File: config.mk
export PLATFORM = sky130hd
export DESIGN_NAME = adl_link_regs
export DESIGN_NICKNAME = d
export VERILOG_FILES = /design/src/hdl/adl_pkg.sv /design/src/hdl/adl_sample_path.sv /design/src/hdl/adl_link_regs.sv
export VERILOG_INCLUDE_DIRS = /design/src /design/src/hdl
export SDC_FILE = /design/constraint.sdc
export NUM_CORES = 1
export LEC_CHECK = 0
export ABC_AREA = 0
export BUFFER_PORTS_ARGS = -buffer_cell sky130_fd_sc_hd__clkbuf_2
export CAP_MARGIN = 20
export CORE_ASPECT_RATIO = 0.5
export CORE_UTILIZATION = 30
export DETAILED_ROUTE_END_ITERATION = 12
export SLEW_MARGIN = 20
export SYNTH_ARGS = -nofsm -noshare
export SYNTH_HDL_FRONTEND = slang
export SYNTH_SLANG_ARGS = --single-unit
File: constraint.sdc
create_clock -name hclk -period 2.8 [get_ports hclk]
set_input_delay 0.56 -clock hclk [delete_from_list [all_inputs] [get_ports hclk]]
set_output_delay 0.56 -clock hclk [all_outputs]
set_load 0.02 [all_outputs]
File: src/hdl/adl_defines.svh
// register indices, field positions, reset values and constants of the control bank
`ifndef ADL_DEFINES_SVH
`define ADL_DEFINES_SVH

// register indices; the byte address on the bus is four times the index
`define ADL_IDX_DITHER 12'h09d
`define ADL_IDX_LSB_CTRL 12'h160
`define ADL_IDX_LINK_EN 12'h200
`define ADL_IDX_MODE 12'h201
`define ADL_IDX_KM1 12'h202
`define ADL_IDX_AUX 12'h210
`define ADL_IDX_STATUS 12'h211

// reset values
`define ADL_RST_DITHER 8'h00
`define ADL_RST_LSB_CTRL 8'h00
`define ADL_RST_LINK_EN 8'h01
`define ADL_RST_MODE 8'h00
`define ADL_RST_KM1 8'h1f
`define ADL_RST_AUX 8'h00

// field positions
`define ADL_BIT_DITH_EN 0
`define ADL_BIT_DITH_AMP 1
`define ADL_BIT_DITH_ERR 2
`define ADL_BIT_TS_EN 0
`define ADL_BIT_LINK_EN 0
`define ADL_MODE_MSB 5
`define ADL_BIT_AUX_CAL 0
`define ADL_BIT_AUX_TSRX 1

// frames per multiframe scale for 64b/66b modes
`define ADL_K_64B_SCALE 16'h0100

`endif

File: src/hdl/adl_pkg.sv
// types shared by the control bank and its sample path
package adl_pkg;

   // dither steering handed to the converter core
   typedef struct packed {
      logic rounding_select;
      logic amplitude_select;
      logic enable;
   } adl_dither_t;

   // link subsystem power and reset controls
   typedef struct packed {
      logic hold_reset;
      logic serdes_power_down;
      logic clock_enable;
   } adl_link_ctrl_t;

   // bus slave states
   typedef enum logic {
      bus_idle,
      bus_read
   } adl_bus_state_t;

endpackage

File: src/hdl/adl_sample_path.sv
// sample path: aligns the timestamp with the samples and packs the link field
`timescale 1ns/100ps
`default_nettype none
module adl_sample_path #(
   parameter int ADC_W = 9,
   parameter int LINK_W = 12,
   parameter int LAT = 4
) (
   // clock and reset
   input wire logic hclk,
   input wire logic hresetn,
   // controls
   input wire logic hold_reset,
   input wire logic insert_enable,
   input wire logic receiver_enable,
   // converter side
   input wire logic [ADC_W-1:0] adc_sample,
   input wire logic timestamp_in,
   // link side
   output logic [LINK_W-1:0] link_sample
);
   import adl_pkg::*;

   logic [ADC_W-1:0] data_pipe [LAT];
   logic ts_pipe [LAT];
   logic [LINK_W-1:0] next_link_sample;

   // equal-depth delay lines so the mark lands on the sample it belongs to
   genvar gi;
   generate
      for (gi = 0; gi < LAT; gi++) begin : g_stage
         logic [ADC_W-1:0] data_src;
         logic ts_src;
         // the first stage feeds from the pins, so no stage ever indexes below zero
         if (gi == 0) begin : g_first
            assign data_src = adc_sample;
            assign ts_src = timestamp_in & receiver_enable;
         end else begin : g_next
            assign data_src = data_pipe[gi-1];
            assign ts_src = ts_pipe[gi-1];
         end
         always_ff @(posedge hclk or negedge hresetn) begin
            if (!hresetn) begin
               data_pipe[gi] <= '0;
               ts_pipe[gi] <= 1'b0;
            end else if (hold_reset) begin
               data_pipe[gi] <= '0;
               ts_pipe[gi] <= 1'b0;
            end else begin
               data_pipe[gi] <= data_src;
               ts_pipe[gi] <= ts_src;
            end
         end
      end
   endgenerate

   // pack: converter bits at the top, the mark in the lowest link bit
   generate
      if (LINK_W > ADC_W) begin : g_wide
         always_comb begin
            next_link_sample = '0;
            next_link_sample[LINK_W-1 -: ADC_W] = data_pipe[LAT-1];
            next_link_sample[0] = insert_enable & ts_pipe[LAT-1];
         end
      end else begin : g_narrow
         // no spare bit: the mark has to take the lowest converter bit kept in the link field
         always_comb begin
            next_link_sample = data_pipe[LAT-1][ADC_W-1 -: LINK_W];
            if (insert_enable) begin
               next_link_sample[0] = ts_pipe[LAT-1];
            end
         end
      end
   endgenerate

   // output flop
   always_ff @(posedge hclk or negedge hresetn) begin
      if (!hresetn) begin
         link_sample <= '0;
      end else if (hold_reset) begin
         link_sample <= '0;
      end else begin
         link_sample <= next_link_sample;
      end
   end

endmodule
`default_nettype wire

File: src/hdl/adl_link_regs.sv
// dither and serial link control bank with an ahb-lite slave
//
// The AHB-Lite slave port was decided locally.
`timescale 1ns/100ps
`default_nettype none
`include "adl_defines.svh"
// Operation
// - dither control bit 0 turns dither injection and subtraction on or off.
// - dither control bit 1 picks small dither when zero, large when one.
// - dither control bit 2 sends rounding error to noise or to offset and spurs.
// - timestamp enable bit 0 puts the timestamp input in each sample lsb.
// - the timestamp is delayed to match the latency of the sampled inputs.
// - with a wider link field the mark takes its lowest bit only.
// - lane alignment data reports zero control bits per sample, always.
// - link enable bit 0 switches the link subsystem; it resets to one.
// - while link enable is zero: link reset, serializers down, clocks gated.
// - while disabled the multiframe counter stays reset; sysref cannot realign it.
// - mode register bits 5 to 0 pick the output mode; reset zero.
// - register at 0x202 holds frames per multiframe minus one, reset 0x1f.
// - in 64b/66b modes k is 256 times e over f, ignoring the register.
module adl_link_regs #(
   parameter int ADC_W = 9,
   parameter int LINK_W = 12,
   parameter int SAMPLE_LAT = 4,
   parameter int E_W = 3,
   parameter int F_W = 4
) (
   // clock and reset
   input wire logic hclk,
   input wire logic hresetn,
   // ahb-lite slave
   input wire logic hsel,
   input wire logic [31:0] haddr,
   input wire logic [1:0] htrans,
   input wire logic hwrite,
   input wire logic [2:0] hsize,
   input wire logic [31:0] hwdata,
   input wire logic hready,
   output logic [31:0] hrdata,
   output logic hreadyout,
   output logic hresp,
   // converter controls
   output adl_pkg::adl_dither_t dither,
   output logic calibration_enable,
   output logic timestamp_receiver_enable,
   // link configuration and mode table answers
   output logic [5:0] serial_output_mode,
   input wire logic mode_uses_64b66b,
   input wire logic [E_W-1:0] mode_e,
   input wire logic [F_W-1:0] mode_f,
   output adl_pkg::adl_link_ctrl_t link_ctrl,
   output logic [10:0] frames_per_multiframe,
   output logic [1:0] ila_control_bits,
   // framing
   input wire logic frame_tick,
   input wire logic sysref_pulse,
   output logic multiframe_boundary,
   // sample path
   input wire logic [ADC_W-1:0] adc_sample,
   input wire logic timestamp_in,
   output logic [LINK_W-1:0] link_sample
);
   import adl_pkg::*;

   // -----------------------------------------------------------------
   // register storage
   // -----------------------------------------------------------------
   logic [7:0] dither_control;
   logic [7:0] sample_lsb_control;
   logic [7:0] serial_link_enable;
   logic [7:0] mode_reg;
   logic [7:0] frames_per_multiframe_minus_one;
   logic [7:0] aux_control;

   // bus tracking
   adl_bus_state_t state;
   logic wr_pend;
   logic [11:0] wr_idx;
   logic wr_ok;
   logic [11:0] rd_idx;
   logic rd_ok;
   logic take;
   logic addr_ok;
   logic [31:0] next_hrdata;

   // frame counting and derived k
   logic [10:0] mf_count;
   logic [10:0] next_k;
   logic [15:0] k_wide;
   logic [15:0] f_div;
   logic link_on;

   // -----------------------------------------------------------------
   // address phase
   // -----------------------------------------------------------------
   // only aligned words inside the small index window decode
   assign take = hsel & htrans[1] & hready;
   assign addr_ok = (haddr[31:14] == 18'h00000) && (haddr[1:0] == 2'b00);
   assign link_on = serial_link_enable[`ADL_BIT_LINK_EN];

   // writes complete with no wait; the value lands at the data phase edge
   always_ff @(posedge hclk or negedge hresetn) begin
      if (!hresetn) begin
         wr_pend <= 1'b0;
         wr_idx <= 12'h000;
         wr_ok <= 1'b0;
      end else begin
         wr_pend <= take & hwrite;
         wr_idx <= haddr[13:2];
         wr_ok <= addr_ok;
      end
   end

   // reads take one wait state so a read right after a write sees the new value
   always_ff @(posedge hclk or negedge hresetn) begin
      if (!hresetn) begin
         state <= bus_idle;
         hreadyout <= 1'b1;
         rd_idx <= 12'h000;
         rd_ok <= 1'b0;
         hrdata <= 32'h00000000;
      end else begin
         case (state)
            bus_idle: begin
               if (take && !hwrite) begin
                  state <= bus_read;
                  hreadyout <= 1'b0;
                  rd_idx <= haddr[13:2];
                  rd_ok <= addr_ok;
               end
            end
            bus_read: begin
               state <= bus_idle;
               hreadyout <= 1'b1;
               hrdata <= next_hrdata;
            end
            default: begin
               state <= bus_idle;
               hreadyout <= 1'b1;
            end
         endcase
      end
   end

   // the slave never errors; unmapped reads return zero
   always_ff @(posedge hclk or negedge hresetn) begin
      if (!hresetn) begin
         hresp <= 1'b0;
      end else begin
         hresp <= 1'b0;
      end
   end

   // -----------------------------------------------------------------
   // read mux
   // -----------------------------------------------------------------
   always_comb begin
      next_hrdata = 32'h00000000;
      if (!rd_ok) begin
         next_hrdata = 32'h00000000;
      end else if (rd_idx == `ADL_IDX_DITHER) begin
         next_hrdata[7:0] = dither_control;
      end else if (rd_idx == `ADL_IDX_LSB_CTRL) begin
         next_hrdata[7:0] = sample_lsb_control;
      end else if (rd_idx == `ADL_IDX_LINK_EN) begin
         next_hrdata[7:0] = serial_link_enable;
      end else if (rd_idx == `ADL_IDX_MODE) begin
         next_hrdata[7:0] = mode_reg;
      end else if (rd_idx == `ADL_IDX_KM1) begin
         next_hrdata[7:0] = frames_per_multiframe_minus_one;
      end else if (rd_idx == `ADL_IDX_AUX) begin
         next_hrdata[7:0] = aux_control;
      end else if (rd_idx == `ADL_IDX_STATUS) begin
         // live link state, effective k and the frame position
         next_hrdata[0] = ~link_ctrl.hold_reset;
         next_hrdata[1] = mode_uses_64b66b;
         next_hrdata[26:16] = frames_per_multiframe;
         next_hrdata[14:4] = mf_count;
      end
   end

   // -----------------------------------------------------------------
   // register writes
   // -----------------------------------------------------------------
   // reserved bits are stored as written; software keeps them zero
   always_ff @(posedge hclk or negedge hresetn) begin
      if (!hresetn) begin
         dither_control <= `ADL_RST_DITHER;
         sample_lsb_control <= `ADL_RST_LSB_CTRL;
         serial_link_enable <= `ADL_RST_LINK_EN;
         mode_reg <= `ADL_RST_MODE;
         frames_per_multiframe_minus_one <= `ADL_RST_KM1;
         aux_control <= `ADL_RST_AUX;
      end else if (wr_pend && wr_ok) begin
         if (wr_idx == `ADL_IDX_DITHER) begin
            dither_control <= hwdata[7:0];
         end else if (wr_idx == `ADL_IDX_LSB_CTRL) begin
            sample_lsb_control <= hwdata[7:0];
         end else if (wr_idx == `ADL_IDX_LINK_EN) begin
            serial_link_enable <= hwdata[7:0];
         end else if (wr_idx == `ADL_IDX_MODE) begin
            mode_reg <= hwdata[7:0];
         end else if (wr_idx == `ADL_IDX_KM1) begin
            frames_per_multiframe_minus_one <= hwdata[7:0];
         end else if (wr_idx == `ADL_IDX_AUX) begin
            aux_control <= hwdata[7:0];
         end
      end
   end

   // -----------------------------------------------------------------
   // converter and link controls
   // -----------------------------------------------------------------
   // outputs follow the registers one edge later, straight from flops
   always_ff @(posedge hclk or negedge hresetn) begin
      if (!hresetn) begin
         dither <= '0;
         calibration_enable <= 1'b0;
         timestamp_receiver_enable <= 1'b0;
         serial_output_mode <= 6'h00;
      end else begin
         dither.enable <= dither_control[`ADL_BIT_DITH_EN];
         dither.amplitude_select <= dither_control[`ADL_BIT_DITH_AMP];
         dither.rounding_select <= dither_control[`ADL_BIT_DITH_ERR];
         calibration_enable <= aux_control[`ADL_BIT_AUX_CAL];
         timestamp_receiver_enable <= aux_control[`ADL_BIT_AUX_TSRX];
         serial_output_mode <= mode_reg[`ADL_MODE_MSB:0];
      end
   end

   // link held in reset, serializers down and clocks gated while disabled
   always_ff @(posedge hclk or negedge hresetn) begin
      if (!hresetn) begin
         link_ctrl.hold_reset <= 1'b1;
         link_ctrl.serdes_power_down <= 1'b1;
         link_ctrl.clock_enable <= 1'b0;
      end else begin
         link_ctrl.hold_reset <= ~link_on;
         link_ctrl.serdes_power_down <= ~link_on;
         link_ctrl.clock_enable <= link_on;
      end
   end

   // the lane alignment data never advertises the timestamp bit
   always_ff @(posedge hclk or negedge hresetn) begin
      if (!hresetn) begin
         ila_control_bits <= 2'b00;
      end else begin
         ila_control_bits <= 2'b00;
      end
   end

   // -----------------------------------------------------------------
   // effective frames per multiframe
   // -----------------------------------------------------------------
   // a zero f from the mode table is treated as one to keep the divide defined
   assign f_div = (mode_f == '0) ? 16'h0001 : 16'(mode_f);
   assign k_wide = (`ADL_K_64B_SCALE * 16'(mode_e)) / f_div;

   always_comb begin
      if (mode_uses_64b66b) begin
         next_k = k_wide[10:0];
      end else begin
         next_k = 11'(frames_per_multiframe_minus_one) + 11'h001;
      end
   end

   always_ff @(posedge hclk or negedge hresetn) begin
      if (!hresetn) begin
         frames_per_multiframe <= 11'h020;
      end else begin
         frames_per_multiframe <= next_k;
      end
   end

   // -----------------------------------------------------------------
   // multiframe counter
   // -----------------------------------------------------------------
   // sysref only realigns a running link; a disabled link holds it at zero
   always_ff @(posedge hclk or negedge hresetn) begin
      if (!hresetn) begin
         mf_count <= 11'h000;
         multiframe_boundary <= 1'b0;
      end else if (link_ctrl.hold_reset) begin
         mf_count <= 11'h000;
         multiframe_boundary <= 1'b0;
      end else if (sysref_pulse) begin
         mf_count <= 11'h000;
         multiframe_boundary <= 1'b1;
      end else if (frame_tick) begin
         if (mf_count + 11'h001 >= frames_per_multiframe) begin
            mf_count <= 11'h000;
            multiframe_boundary <= 1'b1;
         end else begin
            mf_count <= mf_count + 11'h001;
            multiframe_boundary <= 1'b0;
         end
      end else begin
         multiframe_boundary <= 1'b0;
      end
   end

   // -----------------------------------------------------------------
   // sample path
   // -----------------------------------------------------------------
   adl_sample_path #(
      .ADC_W(ADC_W),
      .LINK_W(LINK_W),
      .LAT(SAMPLE_LAT)
   ) u_sample_path (
      .hclk(hclk),
      .hresetn(hresetn),
      .hold_reset(link_ctrl.hold_reset),
      .insert_enable(sample_lsb_control[`ADL_BIT_TS_EN]),
      .receiver_enable(timestamp_receiver_enable),
      .adc_sample(adc_sample),
      .timestamp_in(timestamp_in),
      .link_sample(link_sample)
   );

endmodule
`default_nettype wire

==> results of run 1 <==
-- cells in the mapped netlist, types with 20 or more instances --
master,count
dfrtp_1,180
nand2b_1,24
and3_1,22
mux2_2,53
xnor2_1,29
ha_1,65
nor2b_1,61
nor4_1,23
nand2_1,159
o211ai_1,20
clkbuf_1,31
a21oi_1,81
nand3_1,48
nor3_1,33
inv_1,60
xor2_1,24
o21ai_0,73
nor2_1,93
-- through the flow --
stage,area [µm²],util,worst slack [ns],instances
after CTS,19700,0.466,-15.62,2682
after global routing,20300,0.480,-17.49,2709
after floorplan,13500,-,-17.79,1441
final,20300,0.480,-16.60,2709
after global placement,17600,0.417,-16.06,2499
after detailed placement,17600,0.417,-16.74,2499
-- cell families (layout without fill, tap and decap cells) --
logic type / count (synthesis) / count (layout) / synth area share
AOI/OAI and AO/OA: 370 / 370 / 0.203
and+or+nand+nor: 562 / 562 / 0.230
buffers and inverters: 118 / 807 / 0.0412
muxes: 67 / 67 / 0.0586
adders and majority gates: 66 / 66 / 0.0645
DFF: 189 / 189 / 0.367
xor gates and xnor gates: 53 / 53 / 0.0359
other: 1 / 18 / 0.000290
-- area by class of cell --
type,count,area (µm²),area share
timing repair buffer,715,5200,0.257
clock inverter,15,189,0.00932
sequential,189,4740,0.234
inverter,60,228,0.0112
clock buffer,17,425,0.0210
antenna,2,5.00,0.000247
tap,577,722,0.0356
multi-input combinational,1134,8750,0.432
-- metal layers --
metal / global-route usage / vias up / share of wire
li1: - / 6578 / -
met1: 0.244 / 6595 / 0.43
met2: 0.354 / 319 / 0.51
met3: 0.0150 / 95 / 0.032
met4: 0.0780 / 0 / 0.033
met5: 0 / - / 0
-- worst paths after layout --
kind	start	end	slack, ns
max in group asynchronous	hresetn	frames_per_multiframe_minus_one[3]	1.92
min reg2reg	mode_reg[5]	serial_output_mode[5]	0.41
max	mode_f[3]	frames_per_multiframe[0]	-16.60
max reg2reg	mf_count[0]	mf_count[2]	-0.13
min	hresetn	u_sample_path.link_sample[11]	0.12
min in group hclk	haddr[12]	wr_idx[10]	0.25
-- critical path: cells and delay by family --
family | cells | cell delay [ns]
adders and majority gates | 13 | 3.33
buffers and inverters | 33 | 3.99
and+or+nand+nor | 29 | 4.57
AOI/OAI and AO/OA | 39 | 6.00
muxes | 5 | 1.29
-- what timing repair did --
item / CTS / global route
pin swaps: 63 / 54
resized for setup: 72 / 86
hold buffers: 0 / 0
setup endpoints to repair: 23 / 23
setup buffers: 152 / 36
cloned: 0 / 1
==> impl_metrics.ini, run 1 <==
[finish]
largest_register_ff_count = 27
fin_nets = 2277
area_growth_syn_to_layout_pct = 56.8
final_layout_size_suffix_gt1_frac = 0.485
final_common_cell = buf_4
filler_cell_count = 3827
mostFrequentLayoutCells = 563 x buf_4, 180 x dfrtp_1, 141 x nand2_1, 125 x clkbuf_2, 77 x nor2_1

[global_routing]
first_global_vias = 13490
gr-usage-all-layers = 0.196
overflow = 0
grt_max_degree = 68
initial_antenna_violation_count = 2
first_pass_grt_wire_length_um = 69600

[yosys]
postSynthRegisterBits = 189
number_of_enable_type_register_cells_in_the_synthesized_netlist = 0
yosysTopAreaCell = dfrtp_1
yosys_warnings = 0
ys_seq_area_frac = 0.367
ys.flop_type = dfrtp_1
synth_top_cells_by_area = dfrtp_1 35%, ha_1 6.3%, mux2_2 4.6%, nand2_1 4.6%, a21oi_1 3.1%
syn_avg_cell_area_um2 = 9.06
synthDominantCellAreaShare = 0.348
post_synth_instance_area_um2 = 12900
synthArstFlopShare = 1.00
synthesis.instances = 1426
yosys.cell_types.count = 121

[timing]
timing.final.hold_violations = 0
finalMaxSlewViolations = 0
worst_slew_pin_slew_ns = 0.662
slew-limit-headroom = 0.547
fin_setup_tns_ns = -103.47
skew_ns = 0.0185
fin_ws_ns = -16.60
grt_setup_unrepaired = true
finalWorstPathRequiredPeriod_ns = 19.40
timing.hold.ws_ns = 0.117
max_freq_mhz = 51.5
setup_violations = 23
period_share = 6.93

[detailed_routing]
detailroute.via_count = 13587
wl_per_cell_um = 16.3
violation_count_after_the_first_detailed_routing_iteration = 813
antenna_left = 0
detail_route.vias_per_cell = 5.02
detailed_routing_iterations_pass_1 = 5
detail_route.drc_violations = 0
routed_wl_um = 44200

[floorplanning]
top_level_ports = 168
std_cell_rows = 53
die-area_um2 = 44000
placeableCoreArea_um2 = 42200
die_h_um = 149
initial_core_util = 0.306
die-width_um = 296

[setup_path]
timing.reg2reg.worst_path_depth = 16
timing.critical_path.from_type = input port
cp_max_stage_delay_ns = 0.54
worstSetupEndpointType = flop
worst_ep_arrival_time_ns = 19.72
worstSetupPathType = input port to flop
path_max_fanout = 7
cp_data_required_time_ns = 3.12
critPathSlowestCell = nor4_1
critPathMostFrequentCell = buf_4

[clocking]
clock_tree.buffer_depth = 2
cts_root_cell = clkbuf_16
htree_num_levels = 4
clk_pin_slew_worst_setup_hold_paths_ns = 0.08
cts-buffers-inserted = 17
insertion_delay_ns = 0.45
cts_num_sinks = 189
cts_tree = built

[hold_path]
hp-class = input port to asynchronous set/reset pin

[job]
cap_viol_max_count = 0

[outcome]
failing_checks = setup timing
status = complete, but fails checks

[placed_design]
io_buffers = 128
globalplace.congestion = 0.893
hpwlAfterDp_um = 31400
Power of run 1 is left out: the tool's default activity adds up to more than one toggle a clock period on the data nets, which glitch-free logic cannot reach.
==> run 2: changes to the inputs <==
--- a/config.mk
+++ b/config.mk
@@ -12,6 +12,7 @@
 export CORE_ASPECT_RATIO = 0.5
 export CORE_UTILIZATION = 30
 export DETAILED_ROUTE_END_ITERATION = 12
+export SETUP_SLACK_MARGIN = 0.2
 export SLEW_MARGIN = 20
 export SYNTH_ARGS = -nofsm -noshare
 export SYNTH_HDL_FRONTEND = slang
==> run 2 against run 1 <==
Compared with the run above:
- hold slack got worse by 0.032 ns
- the run still ends with setup timing left
- final cell count down 4.7%
- critical endpoint unchanged
- worst setup slack gained 0.74 ns
- register-to-register slack worse by 0.02 ns
- highest routed layer unchanged
- non-clock buffer count fell by 126
==> impl_metrics.ini, run 2 (same netlist as run 1, synthesis figures left out) <==
[outcome]
status = complete, but fails checks
failing_checks = setup timing

[finish]
fin_nets = 2151
finish.cell_count_without_fillers = 2582
final_common_cell = buf_4
final_layout_size_suffix_gt1_frac = 0.447
largest_register_ff_count = 27
area_growth_syn_to_layout_pct = 49.2
mostFrequentLayoutCells = 435 x buf_4, 179 x dfrtp_1, 143 x nand2_1, 125 x clkbuf_2, 79 x nor2_1
design_area_um2 = 19300

[clocking]
clock_tree.buffer_depth = 2
clk_pin_slew_worst_setup_hold_paths_ns = 0.07
htree_num_levels = 4
cts_num_sinks = 189
insertion_delay_ns = 0.44
cts-hold-fix-buffers = 0
cts-buffers-inserted = 17
cts_tree = built
cts_root_cell = clkbuf_16

[setup_path]
critPathSlowestCell = mux2_2
worstSetupPathType = input port to flop
timing.critical_path.max_delay_family = compound AO/OA/AOI/OAI gates
worst-path-buf-inv = 9
worstSetupEndpointType = flop
path_max_fanout = 7
critPathMostFrequentCell = a21oi_2
timing.critical_path.from_type = input port
cp_max_stage_delay_ns = 0.38
cp_data_required_time_ns = 3.11
worst_ep_arrival_time_ns = 18.98

[floorplanning]
placeableCoreArea_um2 = 42200
die-width_um = 296
die-area_um2 = 44000
std_cell_rows = 53
top_level_ports = 168
initial_core_util = 0.306
die_h_um = 149

[global_routing]
gr-usage-all-layers = 0.179
first_global_vias = 12220
grt_max_degree = 63
initial_antenna_violation_count = 1
overflow = 0
first_pass_grt_wire_length_um = 63100

[timing]
fin_ws_ns = -15.87
timing.hold.ws_ns = 0.0857
setup_violations = 23
slew-limit-headroom = 0.561
worst_slew_pin_slew_ns = 0.654
timing.final.hold_violations = 0
period_share = 6.67
grt_setup_unrepaired = true
max_freq_mhz = 53.6
skew_ns = 0.0140
finalWorstPathRequiredPeriod_ns = 18.67
finalMaxSlewViolations = 0

[detailed_routing]
antenna_left = 0
detailed_routing_iterations_pass_1 = 4
detail_route.vias_per_cell = 4.97
wl_per_cell_um = 15.8
routed_wl_um = 40900
violation_count_after_the_first_detailed_routing_iteration = 761
detailroute.via_count = 12823
detail_route.drc_violations = 0

[placed_design]
io_buffers = 128
placedCellCount = 2487
placed_area_um2 = 17500
globalplace.congestion = 0.897
hpwlAfterDp_um = 31100

[hold_path]
hp-class = input port to asynchronous set/reset pin

[job]
cap_viol_max_count = 0
run 2: cell count changes in the layout (fill, tap and decap cells not counted), moves of 3 or more:
cell,before,now
buf_4,563,435
o21ai_2,18,12
a21oi_2,22,18
buf_6,21,24
ha_4,18,21
inv_6,1,4
inv_8,4,1
o21ai_1,15,18
o31ai_2,0,3
run 2: path summary, 6_finish.rpt:
kind | endpoint | depth (start not counted) | from | slack, ns
max in group asynchronous | frames_per_multiframe_minus_one[3] | 2 | hresetn | 1.96
worst max register to register | mf_count[9] | 18 | mf_count[0] | -0.15
worst min-delay path | u_sample_path.link_sample[6] | 1 | hresetn | 0.09
worst max-delay path | frames_per_multiframe[0] | 108 | mode_f[3] | -15.87
worst min register to register | serial_output_mode[5] | 0 | mode_reg[5] | 0.41
min in group hclk | wr_idx[8] | 1 | haddr[10] | 0.25
run 2: repair_timing:
| action | in CTS | in global routing |
|---|---|---|
| buffers inserted | 4 | 57 |
| gates resized for setup | 11 | 121 |
| gates cloned | 0 | 1 |
| pin swaps | 3 | 69 |
| endpoints found under the setup margin | 23 | 23 |
run 2: per-layer routing:
metal,track usage,vias to the layer above,routed length [µm]
li1,-,6336,-
met1,0.237,6198,18900
met2,0.312,237,20000
met3,0.0186,52,1250
met4,0.0417,0,720
met5,0,-,0
run 2: worst register-to-register path: stages (launching register included):
cell and delay [ns]:
dfrtp_1 0.42, ha_4 0.30, ha_4 0.19, nor2b_4 0.12
o21a_1 0.16, o21a_1 0.16, o21ai_1 0.11, nand2b_1 0.08
a21oi_1 0.12, nor2b_1 0.06, o21ai_1 0.13, nand2b_1 0.09
a21oi_2 0.13, nor2b_1 0.07, o21ai_2 0.18, nand4_1 0.18
buf_6 0.19, nand2b_4 0.14, nand2_2 0.07
run 2: final cells by class:
cell class,instances,area (µm²)
repair buffers,589,4250
flip-flops and latches,189,4740
fillers,3991,23000
diodes,1,2.50
well taps,577,722
multi-input cells,1134,8730
clock inverters,14,169
inverters,60,228
clock buffers,18,439
run 2: metrics by stage:
step | setup TNS, ns | setup slack (ns) | utilization
after global placement | -100.82 | -15.97 | 0.414
after global routing | -107.31 | -16.78 | 0.457
after CTS | -99.69 | -16.09 | 0.431
final | -98.61 | -15.87 | 0.457
after detailed placement | -105.53 | -16.65 | 0.414
after floorplan | -113.22 | -17.79 | -
Power of run 2 is left out for the same reason.
==> run 3: changes to the inputs <==
--- a/config.mk
+++ b/config.mk
@@ -9,9 +9,10 @@
 export ABC_AREA = 0
 export BUFFER_PORTS_ARGS = -buffer_cell sky130_fd_sc_hd__clkbuf_2
 export CAP_MARGIN = 20
-export CORE_ASPECT_RATIO = 0.5
+export CORE_MARGIN = 5
 export CORE_UTILIZATION = 30
 export DETAILED_ROUTE_END_ITERATION = 12
+export GPL_ROUTABILITY_DRIVEN = 0
 export SETUP_SLACK_MARGIN = 0.2
 export SLEW_MARGIN = 20
 export SYNTH_ARGS = -nofsm -noshare
==> run 3 against run 2 <==
Compared with the run above:
- the flow still finishes with violations (setup timing)
- sequential share of layout area decreased by 0.91 points
- clock skew is 0.00051 ns higher
- worst setup slack lost 0.074 ns
- hold slack improved by 0.050 ns
- utilization increased by 1.0 points
- highest routed layer unchanged
- clock-buffer cell count unchanged
- first-iteration DRC count increased by 35%
- register-to-register slack got worse by 0.02 ns
- critical path depth is 8 higher
- flip-flop and latch count unchanged
- maximum frequency down 0.39%
==> impl_metrics.ini, run 3 (same netlist as run 1, synthesis figures left out) <==
[outcome]
status = complete, but fails checks
failing_checks = setup timing

[finish]
multiInputGateArea_um2 = 8790
final_common_cell = buf_4
final_layout_size_suffix_gt1_frac = 0.472
final-seq-area_um2 = 4740
diodes = 0
filler_cell_count = 3936
fin_nets = 2228
mostFrequentLayoutCells = 491 x buf_4, 179 x dfrtp_1, 142 x nand2_1, 125 x clkbuf_2, 78 x nor2_1
largest_register_ff_count = 27
area_growth_syn_to_layout_pct = 54.9
finish.cell_count_without_fillers = 2666

[setup_path]
rr_endpoint = mf_count[7]
crit_start = mode_f[1]
path_max_fanout = 7
timing.critical_path.from_type = input port
regToRegStartpoint = mf_count[0]
worst_ep_arrival_time_ns = 19.06
critical_path_depth = 116
timing.reg2reg.worst_path_depth = 16
timing.critical_path.max_delay_family = compound AO/OA/AOI/OAI gates
cp_max_stage_delay_ns = 0.34
worst-r2r-setup-slack_ns = -0.17
cp_data_required_time_ns = 3.12
worst-path-buf-inv = 9
timing.critical_path.to = frames_per_multiframe[0]
worstSetupEndpointType = flop
worstSetupPathType = input port to flop
critPathSlowestCell = ha_1

[hold_path]
hp-class = input port to asynchronous set/reset pin

[timing]
setup_violations = 22
fin_setup_tns_ns = -101.33
period_share = 6.69
finalMaxSlewViolations = 0
finalWorstPathRequiredPeriod_ns = 18.74
timing.final.hold_violations = 0
max_freq_mhz = 53.4
grt_setup_unrepaired = true
slew-limit-headroom = 0.492
fin_ws_ns = -15.94
timing.hold.ws_ns = 0.136
skew_ns = 0.0145
worst_slew_pin_slew_ns = 0.758

[detailed_routing]
detailed_routing_iterations_pass_1 = 6
routed_wl_um = 44000
detail_route.vias_per_cell = 5.05
detail_route.drc_violations = 0
wl_per_cell_um = 16.5
violation_count_after_the_first_detailed_routing_iteration = 1030
detailroute.via_count = 13473
antenna_left = 0

[floorplanning]
top_level_ports = 168
die-area_um2 = 47300
placeableCoreArea_um2 = 42900
die-width_um = 218
std_cell_rows = 76
initial_core_util = 0.301
die_h_um = 218

[placed_design]
preCtsSetupSlack_ns = -16.83
io_buffers = 128
hpwlAfterDp_um = 32800
placedCellCount = 2502

[job]
cap_viol_max_count = 0

[global_routing]
overflow = 0
initial_antenna_violation_count = 0
first_pass_grt_wire_length_um = 69400
first_global_vias = 13461
grt_max_degree = 74
gr-usage-all-layers = 0.178

[clocking]
cts_num_sinks = 189
clock_tree.buffer_depth = 2
cts-buffers-inserted = 17
cts_tree = built
cts-hold-fix-buffers = 0
cts_root_cell = clkbuf_16
clk_pin_slew_worst_setup_hold_paths_ns = 0.07
insertion_delay_ns = 0.44
htree_num_levels = 4
run 3: cell types whose count changed in the layout (fill, tap and decap cells not counted), sizes merged:
| cell | delta |
|---|---|
| clkinv | -5 |
| diode | -1 |
| bufinv | +3 |
| inv | +2 |
| buf | +77 |
run 3: worst reg2reg max path, delay by kind of cell (launching register included):
family / cells / cell delay [ns]
AND/OR/NAND/NOR: 8 / 0.98
buffers and inverters: 3 / 0.45
flip-flops: 1 / 0.41
AO/OA/AOI/OAI: 3 / 0.40
XOR/XNOR: 1 / 0.35
adder cells (fa/ha/maj): 1 / 0.33
run 3: timing repair:
item / 4_1_cts / 5_1_grt
pin swaps: 48 / 32
setup buffers: 92 / 39
endpoints found under the setup margin: 23 / 28
gates resized for setup: 63 / 106
cloned: 0 / 1
run 3: worst min path at each step:
stage	from	to	slack [ns]
6_report	hresetn	u_sample_path.data_pipe[6]	0.14
5_1_grt	hresetn	u_sample_path.data_pipe[6]	0.17
4_1_cts	hresetn	u_sample_path.data_pipe[6]	0.15
3_5_place_dp	mode_reg[2]	serial_output_mode[2]	0.39
3_3_place_gp	mode_reg[2]	serial_output_mode[2]	0.39
2_1_floorplan	hresetn	aux_control[0]	0.26
run 3: layout make-up:
class | instances | share of cell area
clock buffer | 18 | 0.0219
tap | 585 | 0.0366
timing repair buffer | 666 | 0.244
multi-input combinational | 1134 | 0.439
inverter | 60 | 0.0114
sequential | 189 | 0.237
clock inverter | 14 | 0.00987
run 3: per-stage QoR:
| step | instance area (µm²) | utilization |
|---|---|---|
| after floorplan | 13500 | - |
| after CTS | 19200 | 0.447 |
| after detailed placement | 17600 | 0.409 |
| after global placement | 17600 | 0.409 |
| after global routing | 20000 | 0.467 |
| final | 20000 | 0.467 |
run 3: metal layers:
layer | global-route usage | share of wire
met5 | 0 | 0
met4 | 0.0541 | 0.030
met3 | 0.0235 | 0.047
met2 | 0.307 | 0.49
met1 | 0.232 | 0.43
Power of run 3 is left out for the same reason.
